### src/verilog/bdm_pkg.sv
/*
 * constants for the banked data memory: map offsets, region bounds,
 * reset values and array sizes.
 * assumes an 8-bit core data path and an 8-bit data address.
 */
package bdm_pkg;
    localparam logic [7:0] OFS_IND0 = 8'h00;
    localparam logic [7:0] OFS_PTR0 = 8'h01;
    localparam logic [7:0] OFS_IND1 = 8'h02;
    localparam logic [7:0] OFS_PTR1 = 8'h03;
    localparam logic [7:0] OFS_BANK = 8'h04;
    localparam logic [7:0] OFS_ACC = 8'h05;
    localparam logic [7:0] OFS_PERI_LO = 8'h06;
    localparam logic [7:0] OFS_PERI_HI = 8'h34;
    localparam logic [7:0] OFS_GAP_A = 8'h09;
    localparam logic [7:0] OFS_GAP_B = 8'h1f;
    localparam logic [7:0] OFS_GAP_C_LO = 8'h2a;
    localparam logic [7:0] OFS_GAP_C_HI = 8'h2c;
    localparam logic [7:0] OFS_GAP_D = 8'h2f;
    localparam logic [7:0] GP_BASE = 8'h40;
    localparam logic [7:0] READ_ZERO = 8'h00;
    localparam logic [7:0] RST_PTR = 8'h00;
    localparam logic [7:0] RST_BANK = 8'h00;
    localparam logic [7:0] RST_ACC = 8'h00;
    localparam int BANK_BYTES = 192;
    localparam int BANK_COUNT = 2;
    localparam int RAM_AW = 9;
    localparam int BANK_SEL_BIT = 0;
endpackage

### src/verilog/bdm_ram_if.sv
/*
 * carrier between the address decoder and the general purpose ram.
 * assumes both ends sit on the same clock.
 */
`timescale 1ns/1ps
interface bdm_ram_if;
    logic we;
    logic [8:0] addr;
    logic [7:0] wdata;
    logic [7:0] rdata;
    modport ctl (output we, output addr, output wdata, input rdata);
    modport mem (input we, input addr, input wdata, output rdata);
endinterface // bdm_ram_if

### src/verilog/bdm_gp_ram.sv
/*
 * general purpose ram: both banks in one array, bank 1 at a 192-entry
 * offset. assumes the decoder only presents in-range addresses.
 */
`timescale 1ns/1ps
module bdm_gp_ram
    import bdm_pkg::*;
#(
    parameter int DEPTH = BANK_BYTES * BANK_COUNT
) (
    input wire logic clk, // core clock
    input wire logic ce, // clock enable
    bdm_ram_if.mem bus // access port
);
    logic [7:0] mem_q [DEPTH];

    // asynchronous read lets the decoder do bit updates in one cycle
    assign bus.rdata = mem_q[bus.addr];

    // write port, frozen with the clock enable
    always_ff @(posedge clk) begin
        if (ce && bus.we) begin
            mem_q[bus.addr] <= bus.wdata;
        end
    end
endmodule // bdm_gp_ram

### src/verilog/bdm_data_mem.sv
/*
 * data memory decoder: pointer registers, bank select, accumulator,
 * indirect access, peripheral forwarding and the banked ram.
 * assumes peripherals answer sfr_rdata combinationally from sfr_addr_q
 * and apply forwarded writes and bit updates themselves.
 */
`timescale 1ns/1ps

// Function
// - two ram banks of 192 bytes sit at 40h-ffh, picked by bank select 0 or 1.
// - addresses below 40h reach the same locations in either bank.
// - unimplemented locations below 40h, 35h-3fh among them, read zero.
// - every location can be read and written back as an alu operand.
// - single bit set and clear work on every bit except protected ones.
// - 00h and 02h have no storage and redirect through pointers 01h and 03h.
// - an indirect read whose pointer names an indirect location gives 00h.
// - an indirect write whose pointer names an indirect location does nothing.
// - no move from one indirect location to the other is offered.
// - each memory pointer is 8 bits; the bank select still picks the ram bank.
// - the accumulator is location 05h and also takes immediate loads.
// - memory to memory moves go through the accumulator only.
module bdm_data_mem
    import bdm_pkg::*;
(
    input wire logic clk, // core clock, 250 mhz
    input wire logic rstn, // async reset, active low
    input wire logic ce, // clock enable, freezes all state
    input wire logic req_rd, // read request
    input wire logic req_wr, // byte write request
    input wire logic req_bset, // bit set request
    input wire logic req_bclr, // bit clear request
    input wire logic [7:0] req_addr, // data address
    input wire logic [7:0] req_wdata, // write data
    input wire logic [2:0] req_bit, // bit index for set/clear
    input wire logic acc_load, // immediate load of accumulator
    input wire logic [7:0] acc_imm, // immediate operand
    input wire logic [7:0] sfr_rdata, // peripheral read data
    output logic [7:0] rdata_q, // read data
    output logic rvalid_q, // read data valid pulse
    output logic [7:0] accumulator_q, // accumulator value
    output logic [7:0] sfr_addr_q, // peripheral address
    output logic sfr_rd_q, // peripheral read strobe
    output logic sfr_wr_q, // peripheral write strobe
    output logic sfr_bset_q, // peripheral bit set strobe
    output logic sfr_bclr_q, // peripheral bit clear strobe
    output logic [2:0] sfr_bit_q, // peripheral bit index
    output logic [7:0] sfr_wdata_q // peripheral write data
);
    // request stage
    logic s1_rd_q, s1_wr_q, s1_bset_q, s1_bclr_q;
    logic [7:0] s1_addr_q, s1_wdata_q;
    logic [2:0] s1_bit_q;
    // answer stage
    logic s2_rd_q, s2_zero_q, s2_sfr_q;
    logic [7:0] s2_val_q;
    // mapped registers
    logic [7:0] memory_pointer_zero_q, memory_pointer_one_q;
    logic [7:0] ram_bank_select_q;

    bdm_ram_if ram_bus ();

    bdm_gp_ram u_ram (
        .clk (clk),
        .ce (ce),
        .bus (ram_bus)
    );

    // peripheral slots with a register behind them; gaps read zero
    function automatic logic peri_present(input logic [7:0] a);
        logic in_range;
        logic in_gap;
        in_range = (a >= OFS_PERI_LO) && (a <= OFS_PERI_HI);
        in_gap = (a == OFS_GAP_A) || (a == OFS_GAP_B) || (a == OFS_GAP_D) ||
                 ((a >= OFS_GAP_C_LO) && (a <= OFS_GAP_C_HI));
        peri_present = in_range && !in_gap;
    endfunction

    function automatic logic is_indirect(input logic [7:0] a);
        is_indirect = (a == OFS_IND0) || (a == OFS_IND1);
    endfunction

    // redirect through the pointers, full 8-bit address each
    wire ind_acc = is_indirect(s1_addr_q);
    wire [7:0] eff_addr = (s1_addr_q == OFS_IND0) ? memory_pointer_zero_q :
                          (s1_addr_q == OFS_IND1) ? memory_pointer_one_q :
                          s1_addr_q;
    // a pointer naming an indirect slot: read zero, write nothing
    wire self_ref = ind_acc && is_indirect(eff_addr);
    wire any_wr = s1_wr_q || s1_bset_q || s1_bclr_q;
    // self-reference must reach no register either, or a pointer
    // naming an indirect slot would corrupt the low map
    wire do_wr = any_wr && !self_ref;
    // region decode on the effective address
    wire in_gp = (eff_addr >= GP_BASE);
    // low region ignores the bank register entirely
    wire in_sfr = !in_gp && peri_present(eff_addr);
    wire hit_p0 = (eff_addr == OFS_PTR0);
    wire hit_p1 = (eff_addr == OFS_PTR1);
    wire hit_bk = (eff_addr == OFS_BANK);
    wire hit_acc = (eff_addr == OFS_ACC);
    wire hit_loc = hit_p0 || hit_p1 || hit_bk || hit_acc;
    wire bank = ram_bank_select_q[BANK_SEL_BIT];
    wire [7:0] gp_off = eff_addr - GP_BASE;
    // bank applies to direct and pointer-based accesses alike
    // the top bank starts 192 bytes up and fills the rest of the 384-entry array
    assign ram_bus.addr = bank ? 9'(gp_off) + 9'(BANK_BYTES)
                               : 9'(gp_off);

    // local register value; only meaningful while hit_loc is set
    wire [7:0] reg_val = hit_p0 ? memory_pointer_zero_q :
                         hit_p1 ? memory_pointer_one_q :
                         hit_bk ? ram_bank_select_q : accumulator_q;
    // current local value; peripheral values come back later
    wire [7:0] loc_val = in_gp ? ram_bus.rdata :
                         hit_loc ? reg_val : READ_ZERO;
    // bit update; no local bit is protected, peripherals guard their own
    wire [7:0] bit_mask = 8'h01 << s1_bit_q;
    wire [7:0] new_val = s1_bset_q ? (loc_val | bit_mask) :
                         s1_bclr_q ? (loc_val & ~bit_mask) :
                         s1_wdata_q;
    wire loc_wr = do_wr && !in_sfr;
    assign ram_bus.we = loc_wr && in_gp;
    assign ram_bus.wdata = new_val;
    wire sfr_go = in_sfr && !self_ref;

    // one request per cycle; only a single address is carried, so a
    // move between the two indirect slots cannot be expressed
    // and copies have to be read to the accumulator then written
    always_ff @(posedge clk or negedge rstn) begin
        if (!rstn) begin
            s1_rd_q <= 1'b0;
            s1_wr_q <= 1'b0;
            s1_bset_q <= 1'b0;
            s1_bclr_q <= 1'b0;
            s1_addr_q <= 8'h00;
            s1_wdata_q <= 8'h00;
            s1_bit_q <= 3'h0;
        end else if (ce) begin
            s1_rd_q <= req_rd;
            s1_wr_q <= req_wr;
            s1_bset_q <= req_bset;
            s1_bclr_q <= req_bclr;
            s1_addr_q <= req_addr;
            s1_wdata_q <= req_wdata;
            s1_bit_q <= req_bit;
        end
    end

    // pointer and bank registers, written like any location
    // all bank select bits are kept and read back; bit 0 steers the ram
    always_ff @(posedge clk or negedge rstn) begin
        if (!rstn) begin
            memory_pointer_zero_q <= RST_PTR;
            memory_pointer_one_q <= RST_PTR;
            ram_bank_select_q <= RST_BANK;
        end else if (ce && loc_wr) begin
            if (hit_p0) memory_pointer_zero_q <= new_val;
            if (hit_p1) memory_pointer_one_q <= new_val;
            if (hit_bk) ram_bank_select_q <= new_val;
        end
    end

    // immediate load wins: it belongs to a later instruction
    wire [7:0] acc_d = acc_load ? acc_imm :
                       (loc_wr && hit_acc) ? new_val : accumulator_q;
    always_ff @(posedge clk or negedge rstn) begin
        if (!rstn) begin
            accumulator_q <= RST_ACC;
        end else if (ce) begin
            accumulator_q <= acc_d;
        end
    end

    // forward peripheral accesses one cycle on, from flops
    always_ff @(posedge clk or negedge rstn) begin
        if (!rstn) begin
            sfr_addr_q <= 8'h00;
            sfr_rd_q <= 1'b0;
            sfr_wr_q <= 1'b0;
            sfr_bset_q <= 1'b0;
            sfr_bclr_q <= 1'b0;
            sfr_bit_q <= 3'h0;
            sfr_wdata_q <= 8'h00;
        end else if (ce) begin
            sfr_addr_q <= eff_addr;
            sfr_rd_q <= sfr_go && s1_rd_q;
            sfr_wr_q <= sfr_go && s1_wr_q;
            sfr_bset_q <= sfr_go && s1_bset_q;
            sfr_bclr_q <= sfr_go && s1_bclr_q;
            sfr_bit_q <= s1_bit_q;
            sfr_wdata_q <= s1_wdata_q;
        end
    end

    // answer stage: local value held, peripheral value merged late
    // a peripheral answers from sfr_addr_q one cycle on, so only a flag
    // travels here and the value is taken when it is really on sfr_rdata
    always_ff @(posedge clk or negedge rstn) begin
        if (!rstn) begin
            s2_rd_q <= 1'b0;
            s2_zero_q <= 1'b0;
            s2_sfr_q <= 1'b0;
            s2_val_q <= 8'h00;
        end else if (ce) begin
            s2_rd_q <= s1_rd_q;
            s2_zero_q <= self_ref;
            s2_sfr_q <= in_sfr;
            s2_val_q <= loc_val;
        end
    end

    // read data lands three cycles after the request cycle
    // rdata_q holds between reads so a slow consumer still sees the byte
    wire [7:0] rd_d = s2_zero_q ? READ_ZERO :
                      s2_sfr_q ? sfr_rdata : s2_val_q;
    always_ff @(posedge clk or negedge rstn) begin
        if (!rstn) begin
            rdata_q <= 8'h00;
            rvalid_q <= 1'b0;
        end else if (ce) begin
            rvalid_q <= s2_rd_q;
            if (s2_rd_q) rdata_q <= rd_d;
        end
    end
endmodule // bdm_data_mem

### config.mk
export PLATFORM = sky130hd
export DESIGN_NAME = bdm_data_mem
export DESIGN_NICKNAME = d
export VERILOG_FILES = /design/src/verilog/bdm_pkg.sv /design/src/verilog/bdm_ram_if.sv /design/src/verilog/bdm_gp_ram.sv /design/src/verilog/bdm_data_mem.sv
export SDC_FILE = /design/constraint.sdc
export NUM_CORES = 2
export LEC_CHECK = 0
export CORE_MARGIN = 8
export CORE_UTILIZATION = 35
export DETAILED_ROUTE_END_ITERATION = 10
export DONT_BUFFER_PORTS = 1
export SLEW_MARGIN = 20
export SYNTH_ARGS = -nofsm -noshare
export SYNTH_HDL_FRONTEND = slang
export SYNTH_HIERARCHICAL = 1
export SYNTH_SLANG_ARGS = --single-unit
### constraint.sdc
create_clock -name clk -period 10.9 [get_ports clk]
set_clock_uncertainty 0.05 [all_clocks]
set_input_delay 0.545 -clock clk [delete_from_list [all_inputs] [get_ports clk]]
set_output_delay 0.545 -clock clk [all_outputs]
set_load 0.01 [all_outputs]
== Word-level counts from Yosys, hierarchy flattened ==
Memories as Yosys holds them, arrays and structs flattened.
Cells that the tools add are included.

* Register bits after elaboration: 98
* Latch bits: 0
* Memory bits (writable): 3072
* Bits in read-only memories: 0
* Input port bits: 43
* Output and inout port bits: 40
* Logic and storage cells: 99
* Memories: 1

* Add/sub/neg operators: 2
* Multiply operators: 0
* Divide/modulo/power cells: 0
* Order comparisons: 5
* Eq/ne operators: 9
* Shift operators: 1
* Mux-type cells: 16
* Bitwise gates (word level): 3
* Reduce and logical (&&, ||, !) cells: 38

{| class="wikitable"
|+ Memories
! name !! depth !! bits a word !! read ports !! clocked after Yosys merged registers in !! wr ports !! line !! text
|-
| u_ram.mem_q || 384 || 8 || 1 || 0 || 1 || bdm_gp_ram.sv:15 || <nowiki>logic [7:0] mem_q [DEPTH];</nowiki>
|}

{| class="wikitable"
|+ Operator list
! operator !! number
|-
| $mux 8 || 13
|-
| $eq 8x2->1 const B || 3
|-
| $eq 8x3->1 const B || 2
|-
| $le 8x6->1 const B || 2
|-
| $logic_and 1x1->1 || 16
|-
| $logic_not 8->1 || 2
|-
| $logic_or 1x1->1 || 10
|-
| $reduce_and 2->1 || 5
|-
| $add 8x8->9 const B || 1
|-
| $mux 9 || 1
|-
| $and 8x8->8 || 1
|-
| $eq 8x1->1 const B || 1
|-
| $eq 8x4->1 const B || 1
|-
| $eq 8x5->1 const B || 1
|-
| $eq 8x6->1 const B || 1
|-
| $ge 8x3->1 const B || 1
|-
| $ge 8x6->1 const B || 1
|-
| $ge 8x7->1 const B || 1
|-
| $not 8->8 || 1
|-
| $or 8x8->8 || 1
|-
| $shl 1x3->8 const A || 1
|-
| $sub 8x7->8 const B || 1
|-
| $logic_not 1->1 || 4
|-
| $mux 1 || 2
|-
| $reduce_bool 2->1 || 1
|}

== Depth between registers and ports, before layout ==
* Word-level depth: 16
* Mapped depth: 21
* Depth with buffers taken out: 16

== By module ==
The synthesis kept the hierarchy.

{| class="wikitable"
|+ Modules (own cells, without submodules)
! module !! times used !! cells an instance !! area each (sq um) !! seq. area each (sq um)
|-
| bdm_gp_ram || 1 || 5287 || 118642.5 || 92248.5
|-
| bdm_data_mem || 1 || 462 || 5240.0 || 2452.4
|}

== Least setup slack after synthesis ==
Ideal clock, no wire load.

* Kind: register to register
* Start point: reg s1_addr_q[7]
* End point: mem u_ram.mem_q[0][5], data pin
* Setup time: 1495 ps
* Arrival: 10341 ps
* Data required time: 9355 ps
* Path slack: -986 ps
* Cell stages (with the launch flop): 17
* Path buffers: 6
* Clock period less this slack: 11886 ps
* Cell sequence: dfrtp_1 or3_1 buf_2 o31ai_4 buf_2 buf_1 clkbuf_1 clkbuf_1 clkbuf_1 nand2_1 a32oi_1 nand3_1 nand4_1 a311o_1 inv_1 o221a_2 a31oi_2

* Elaborated cells on any way between the ends: 25
* Classes of those cells: add/sub: 2; order compare: 1; eq/ne: 5; mux: 10; bitwise: 2; reduce/logical: 4; memory: 1

{| class="wikitable"
|+ RTL lines
! what !! line !! text
|-
| from (decl) || bdm_data_mem.sv:51 || <nowiki>logic [7:0] s1_addr_q, s1_wdata_q;</nowiki>
|-
| from (signal assigned) || bdm_data_mem.sv:143 || <nowiki>s1_addr_q <= req_addr;</nowiki>
|-
| $eq 8x2->1 || bdm_data_mem.sv:85 || <nowiki>(s1_addr_q == OFS_IND1) ? memory_pointer_one_q :</nowiki>
|-
| $mux 8 || bdm_data_mem.sv:85 ||
|-
| $mux 8 * || bdm_data_mem.sv:84 || <nowiki>wire [7:0] eff_addr = (s1_addr_q == OFS_IND0) ? memory_pointer_zero_q :</nowiki>
|-
| net eff_addr[3] || bdm_data_mem.sv:84 ||
|-
| $sub 8x7->8 * || bdm_data_mem.sv:103 || <nowiki>wire [7:0] gp_off = eff_addr - GP_BASE;</nowiki>
|-
| $add 8x8->9 || bdm_data_mem.sv:106 || <nowiki>assign ram_bus.addr = bank ? 9'(gp_off) + 9'(BANK_BYTES)</nowiki>
|-
| $mux 9 * || bdm_data_mem.sv:106 ||
|-
| $mem_v2 384x8 * || -- ||
|-
| net ram_bus.rdata[5] || bdm_ram_if.sv:10 || <nowiki>logic [7:0] rdata;</nowiki>
|-
| $mux 8 * || bdm_data_mem.sv:114 || <nowiki>wire [7:0] loc_val = in_gp ? ram_bus.rdata :</nowiki>
|-
| $and 8x8->8 || bdm_data_mem.sv:119 || <nowiki>s1_bclr_q ? (loc_val & ~bit_mask) :</nowiki>
|-
| $mux 8 || bdm_data_mem.sv:119 ||
|-
| $mux 8 * || bdm_data_mem.sv:118 || <nowiki>wire [7:0] new_val = s1_bset_q ? (loc_val | bit_mask) :</nowiki>
|-
| net new_val[5] || bdm_data_mem.sv:118 ||
|-
| to (decl) || bdm_gp_ram.sv:15 ||
|}

The timed path passes the listed nets; every way through them passes the cells marked *.

== Final worst setup path ==
* Start point: reg s1_addr_q[1]
* End point: mem u_ram.mem_q[80][4], data pin

The elaborated chain is that of the path after synthesis.

==> results.ini <==
[critical_path]
critPathMaxStageDelay_ns=0.85
reg2reg_depth=16
rr_startpoint=s1_addr_q[1]
crit_end=u_ram/mem_q[80][4]
r2r_end=u_ram/mem_q[80][4]
cp_slowest_cell=dfrtp_1
cp_common_cell=buf_4
path_class=flip-flop to flip-flop
startpoint=s1_addr_q[1]
cp_max_fo=190
start_kind=flip-flop
cp_cell_sequence=mux2_2 -> a31oi_1 -> inv_6 -> buf_4 -> and2_2 -> buf_4 -> nand2_1 -> o22ai_1 -> a211oi_1 -> o21ai_1 -> a2111o_1 -> nand2_1 -> o221a_2 -> a31oi_4 -> buf_12 -> buf_4
crit_arrival_ns=8.76
end_kind=flip-flop
regToRegSetupSlack_ns=2.60
required_ns=11.36

[logic_synthesis]
syn_area_um2=124000
synth_nets=5795
ys_warn_count=6
ys.flop_type=edfxtp_1
ys_ff_latch=3170
synth_top_area_share_pct=74.5
seq_area_frac_synth_pct=76.4
postSynthAreaPerCell_um2=21.5
synth_cell_types=86
synthArstFlopShare_pct=3.09
syn_inst=5749
synth_edf_count=3072
synth_top_cells_by_area=edfxtp_1 (74%), mux4_2 (15%), dfrtp_1 (2.0%)
synth_area_leader_cell=edfxtp_1

[routing]
drc=0
wirelength_um=329000
drt_iter0_drc=7278
firstDrtPassIters=6
ant_nets=0
wl_per_cell_um=30.2
num_vias=60700
via_per_inst=5.58

[placement]
dp_hpwl_um=196000
placed_cells=10300
place.gp.congestion=0.871
dpl_cell_area_um2=129000
placement.io_buffers=0

[grt]
antenna_found_initial=7
grt_pass1_wl_um=466000
overflow=0
grt_max_degree=237
track_usage_pct=17.1
grt_pass1_vias=60800

[cells_and_area]
fin_area_um2=141000
n_fill_cell=30900
drive_gt1_share_pct=25.8
final_nets=5935
instances_no_fill=10900
final_util_pct=39.9
area.growth.synth_to_final_pct=13.5

[timing]
rsz0062_at_grt=false
setup_viol=0
maxSlewHeadroom_pct=15.1
period_minus_slack_ns=8.30
slew_violations=0
tightest_slew_ns=1.27
max_freq_mhz=120
setup-tns-final_ns=0
post-route-period-util_pct=76.2
hold_ws_ns=0.0657
hold_violations=0

[cts]
root_buffer=clkbuf_16
htree_levels=5
clk_path_buf_depth=4
cts_sinks=3170
cts_buffers=324
post-cts-setup-buffers=0
cts_tree=yes
clk-insertion-delay-late_ns=0.88
clk_pin_slew_worst_paths_ns=0.06

[outcome]
status=completed

[floorplanning]
coreArea_um2=352000
rows=218
dieArea_um2=373000
io_pins=83
die_x_um=611
die_h_um=611
initial_core_util_pct=35.2

[pwr]
power.static_leakage_nw=43.4
p_per_area_nw_per_um2=210
ir_drop_mv=0.213

[worst_hold_path]
min_path_type=primary input to flip-flop

[job]
drv_cap=0

==> cell type report <==
type                       instances  area, µm²  area share, %
clock inverter                   184       2070           1.47
tap                             4730       5920           4.21
multi-input combinational       2208      27500           19.6
antenna                            6       15.0         0.0107
inverter                          27        121         0.0863
clock buffer                     395       8580           6.11
sequential                      3170      94700           67.4
timing repair buffer             158       1670           1.19
==> where the power goes <==
| part | switching (mW) | internal (mW) | leakage (nW) |
|---|---|---|---|
| clock network | 4.62 | 6.61 | 5.19 |
| registers | 0.105 | 14.6 | 29.0 |
| logic | 2.57 | 0.992 | 9.19 |
==> metal layers <==
metal | vias up | track usage, % | part of all wire (%)
li1 | 24300 | - | -
met1 | 33000 | 23.1 | 40
met2 | 2815 | 27.5 | 48
met3 | 589 | 3.86 | 8.8
met4 | 0 | 5.49 | 3.5
met5 | - | 0 | 0
==> cell usage in the layout (no fill, tap or decap), types with 7 or more instances in the layout <==
cell,instances
nand4_1,16
o21ai_0,22
o221ai_1,7
inv_6,12
inv_1,21
bufinv_16,42
edfxtp_1,3072
buf_4,88
clkbuf_1,58
a21bo_2,7
clkinvlp_4,7
buf_12,25
clkinv_2,45
a22oi_1,54
clkinv_1,68
nor2_1,425
nor2_2,9
and3_1,12
nor3_1,10
nand2_2,17
a211oi_1,16
o211ai_1,7
a31oi_1,14
dlygate4sd3_1,40
clkbuf_16,331
mux4_2,850
a21oi_1,57
mux2i_1,122
o221a_2,8
o22ai_1,17
a22o_1,9
a31oi_4,8
nand2_1,212
or3_1,8
a32oi_1,47
dfrtp_1,98
nand3_1,66
mux2_2,67
nand2b_1,14
==> per-stage QoR <==
stage,power [mW],setup slack [ns]
6_report,29.5,2.60
5_1_grt,30.3,2.38
4_1_cts,29.7,2.66
3_5_place_dp,18.5,2.76
3_3_place_gp,18.4,2.88
2_1_floorplan,17.2,2.44
==> repair_timing <==
| action | 4_1_cts | 5_1_grt |
|---|---|---|
| hold endpoints to repair | 166 | 0 |
| gates resized for setup | 0 | 0 |
| hold buffers | 42 | 0 |
==> how the worst min path moves through the flow <==
| stage | startpoint | end | slack, ns | cells past startpoint |
|---|---|---|---|---|
| after floorplan | rstn | accumulator_q[0] | 0.20 | 0 |
| after global placement | rstn | accumulator_q[2] | 0.21 | 0 |
| after detailed placement | rstn | accumulator_q[2] | 0.21 | 0 |
| after CTS | ce | accumulator_q[5] | 0.004 | 3 |
| after global routing | acc_load | accumulator_q[3] | 0.04 | 3 |
| final | acc_load | accumulator_q[3] | 0.07 | 3 |
==> kinds of logic (layout without fill, tap and decap cells) <==
family,count (synthesis),in the layout,share of synthesized area (%)
DFF,3170,3170,76.4
and+or+nand+nor,844,844,2.92
xor gates and xnor gates,2,2,0.0141
adders and majority gates,3,3,0.0303
muxes,1041,1041,17.1
other,0,6,0
buffers and inverters,371,764,1.50
AOI/OAI and AO/OA,318,318,2.02
==> Yosys cell counts, types with 4 or more instances <==
master,instances
a21oi_1,57
mux2i_1,122
clkbuf_1,162
nand2b_1,14
a31oi_1,14
a31oi_4,6
dfrtp_1,98
mux2_2,67
nand2_1,228
a22o_1,9
inv_1,23
o211ai_1,7
a21bo_2,7
or3_1,8
buf_4,16
buf_6,36
edfxtp_1,3072
nand3_1,66
o22ai_1,17
mux4_2,850
a32oi_1,47
a211oi_1,16
or2_2,5
o21ai_0,23
a22oi_1,54
nor2b_1,11
a2111o_1,5
nand4_1,16
nor2_1,436
buf_2,87
nor4_1,5
nor3b_1,6
o221ai_1,7
nor3_1,11
and3_1,12
o32ai_1,4
buf_1,41
o221a_2,8
==> worst max-delay path, delay by kind of cell (launching register included) <==
kind | cells | cell delay, ns
compound gates | 7 | 2.22
buf+inv | 5 | 2.90
flops | 1 | 0.85
mux | 1 | 0.34
simple gates | 3 | 1.03
==> state kept, by name, indices dropped and copies added, names as in the netlist, 8 cells and up <==
signal / count
accumulator_q: 8
memory_pointer_one_q: 8
memory_pointer_zero_q: 8
ram_bank_select_q: 8
rdata_q: 8
s1_addr_q: 8
s1_wdata_q: 8
s2_val_q: 8
sfr_addr_q: 8
sfr_wdata_q: 8
u_ram/mem_q: 3072
Power figures use the tool's default switching activity.
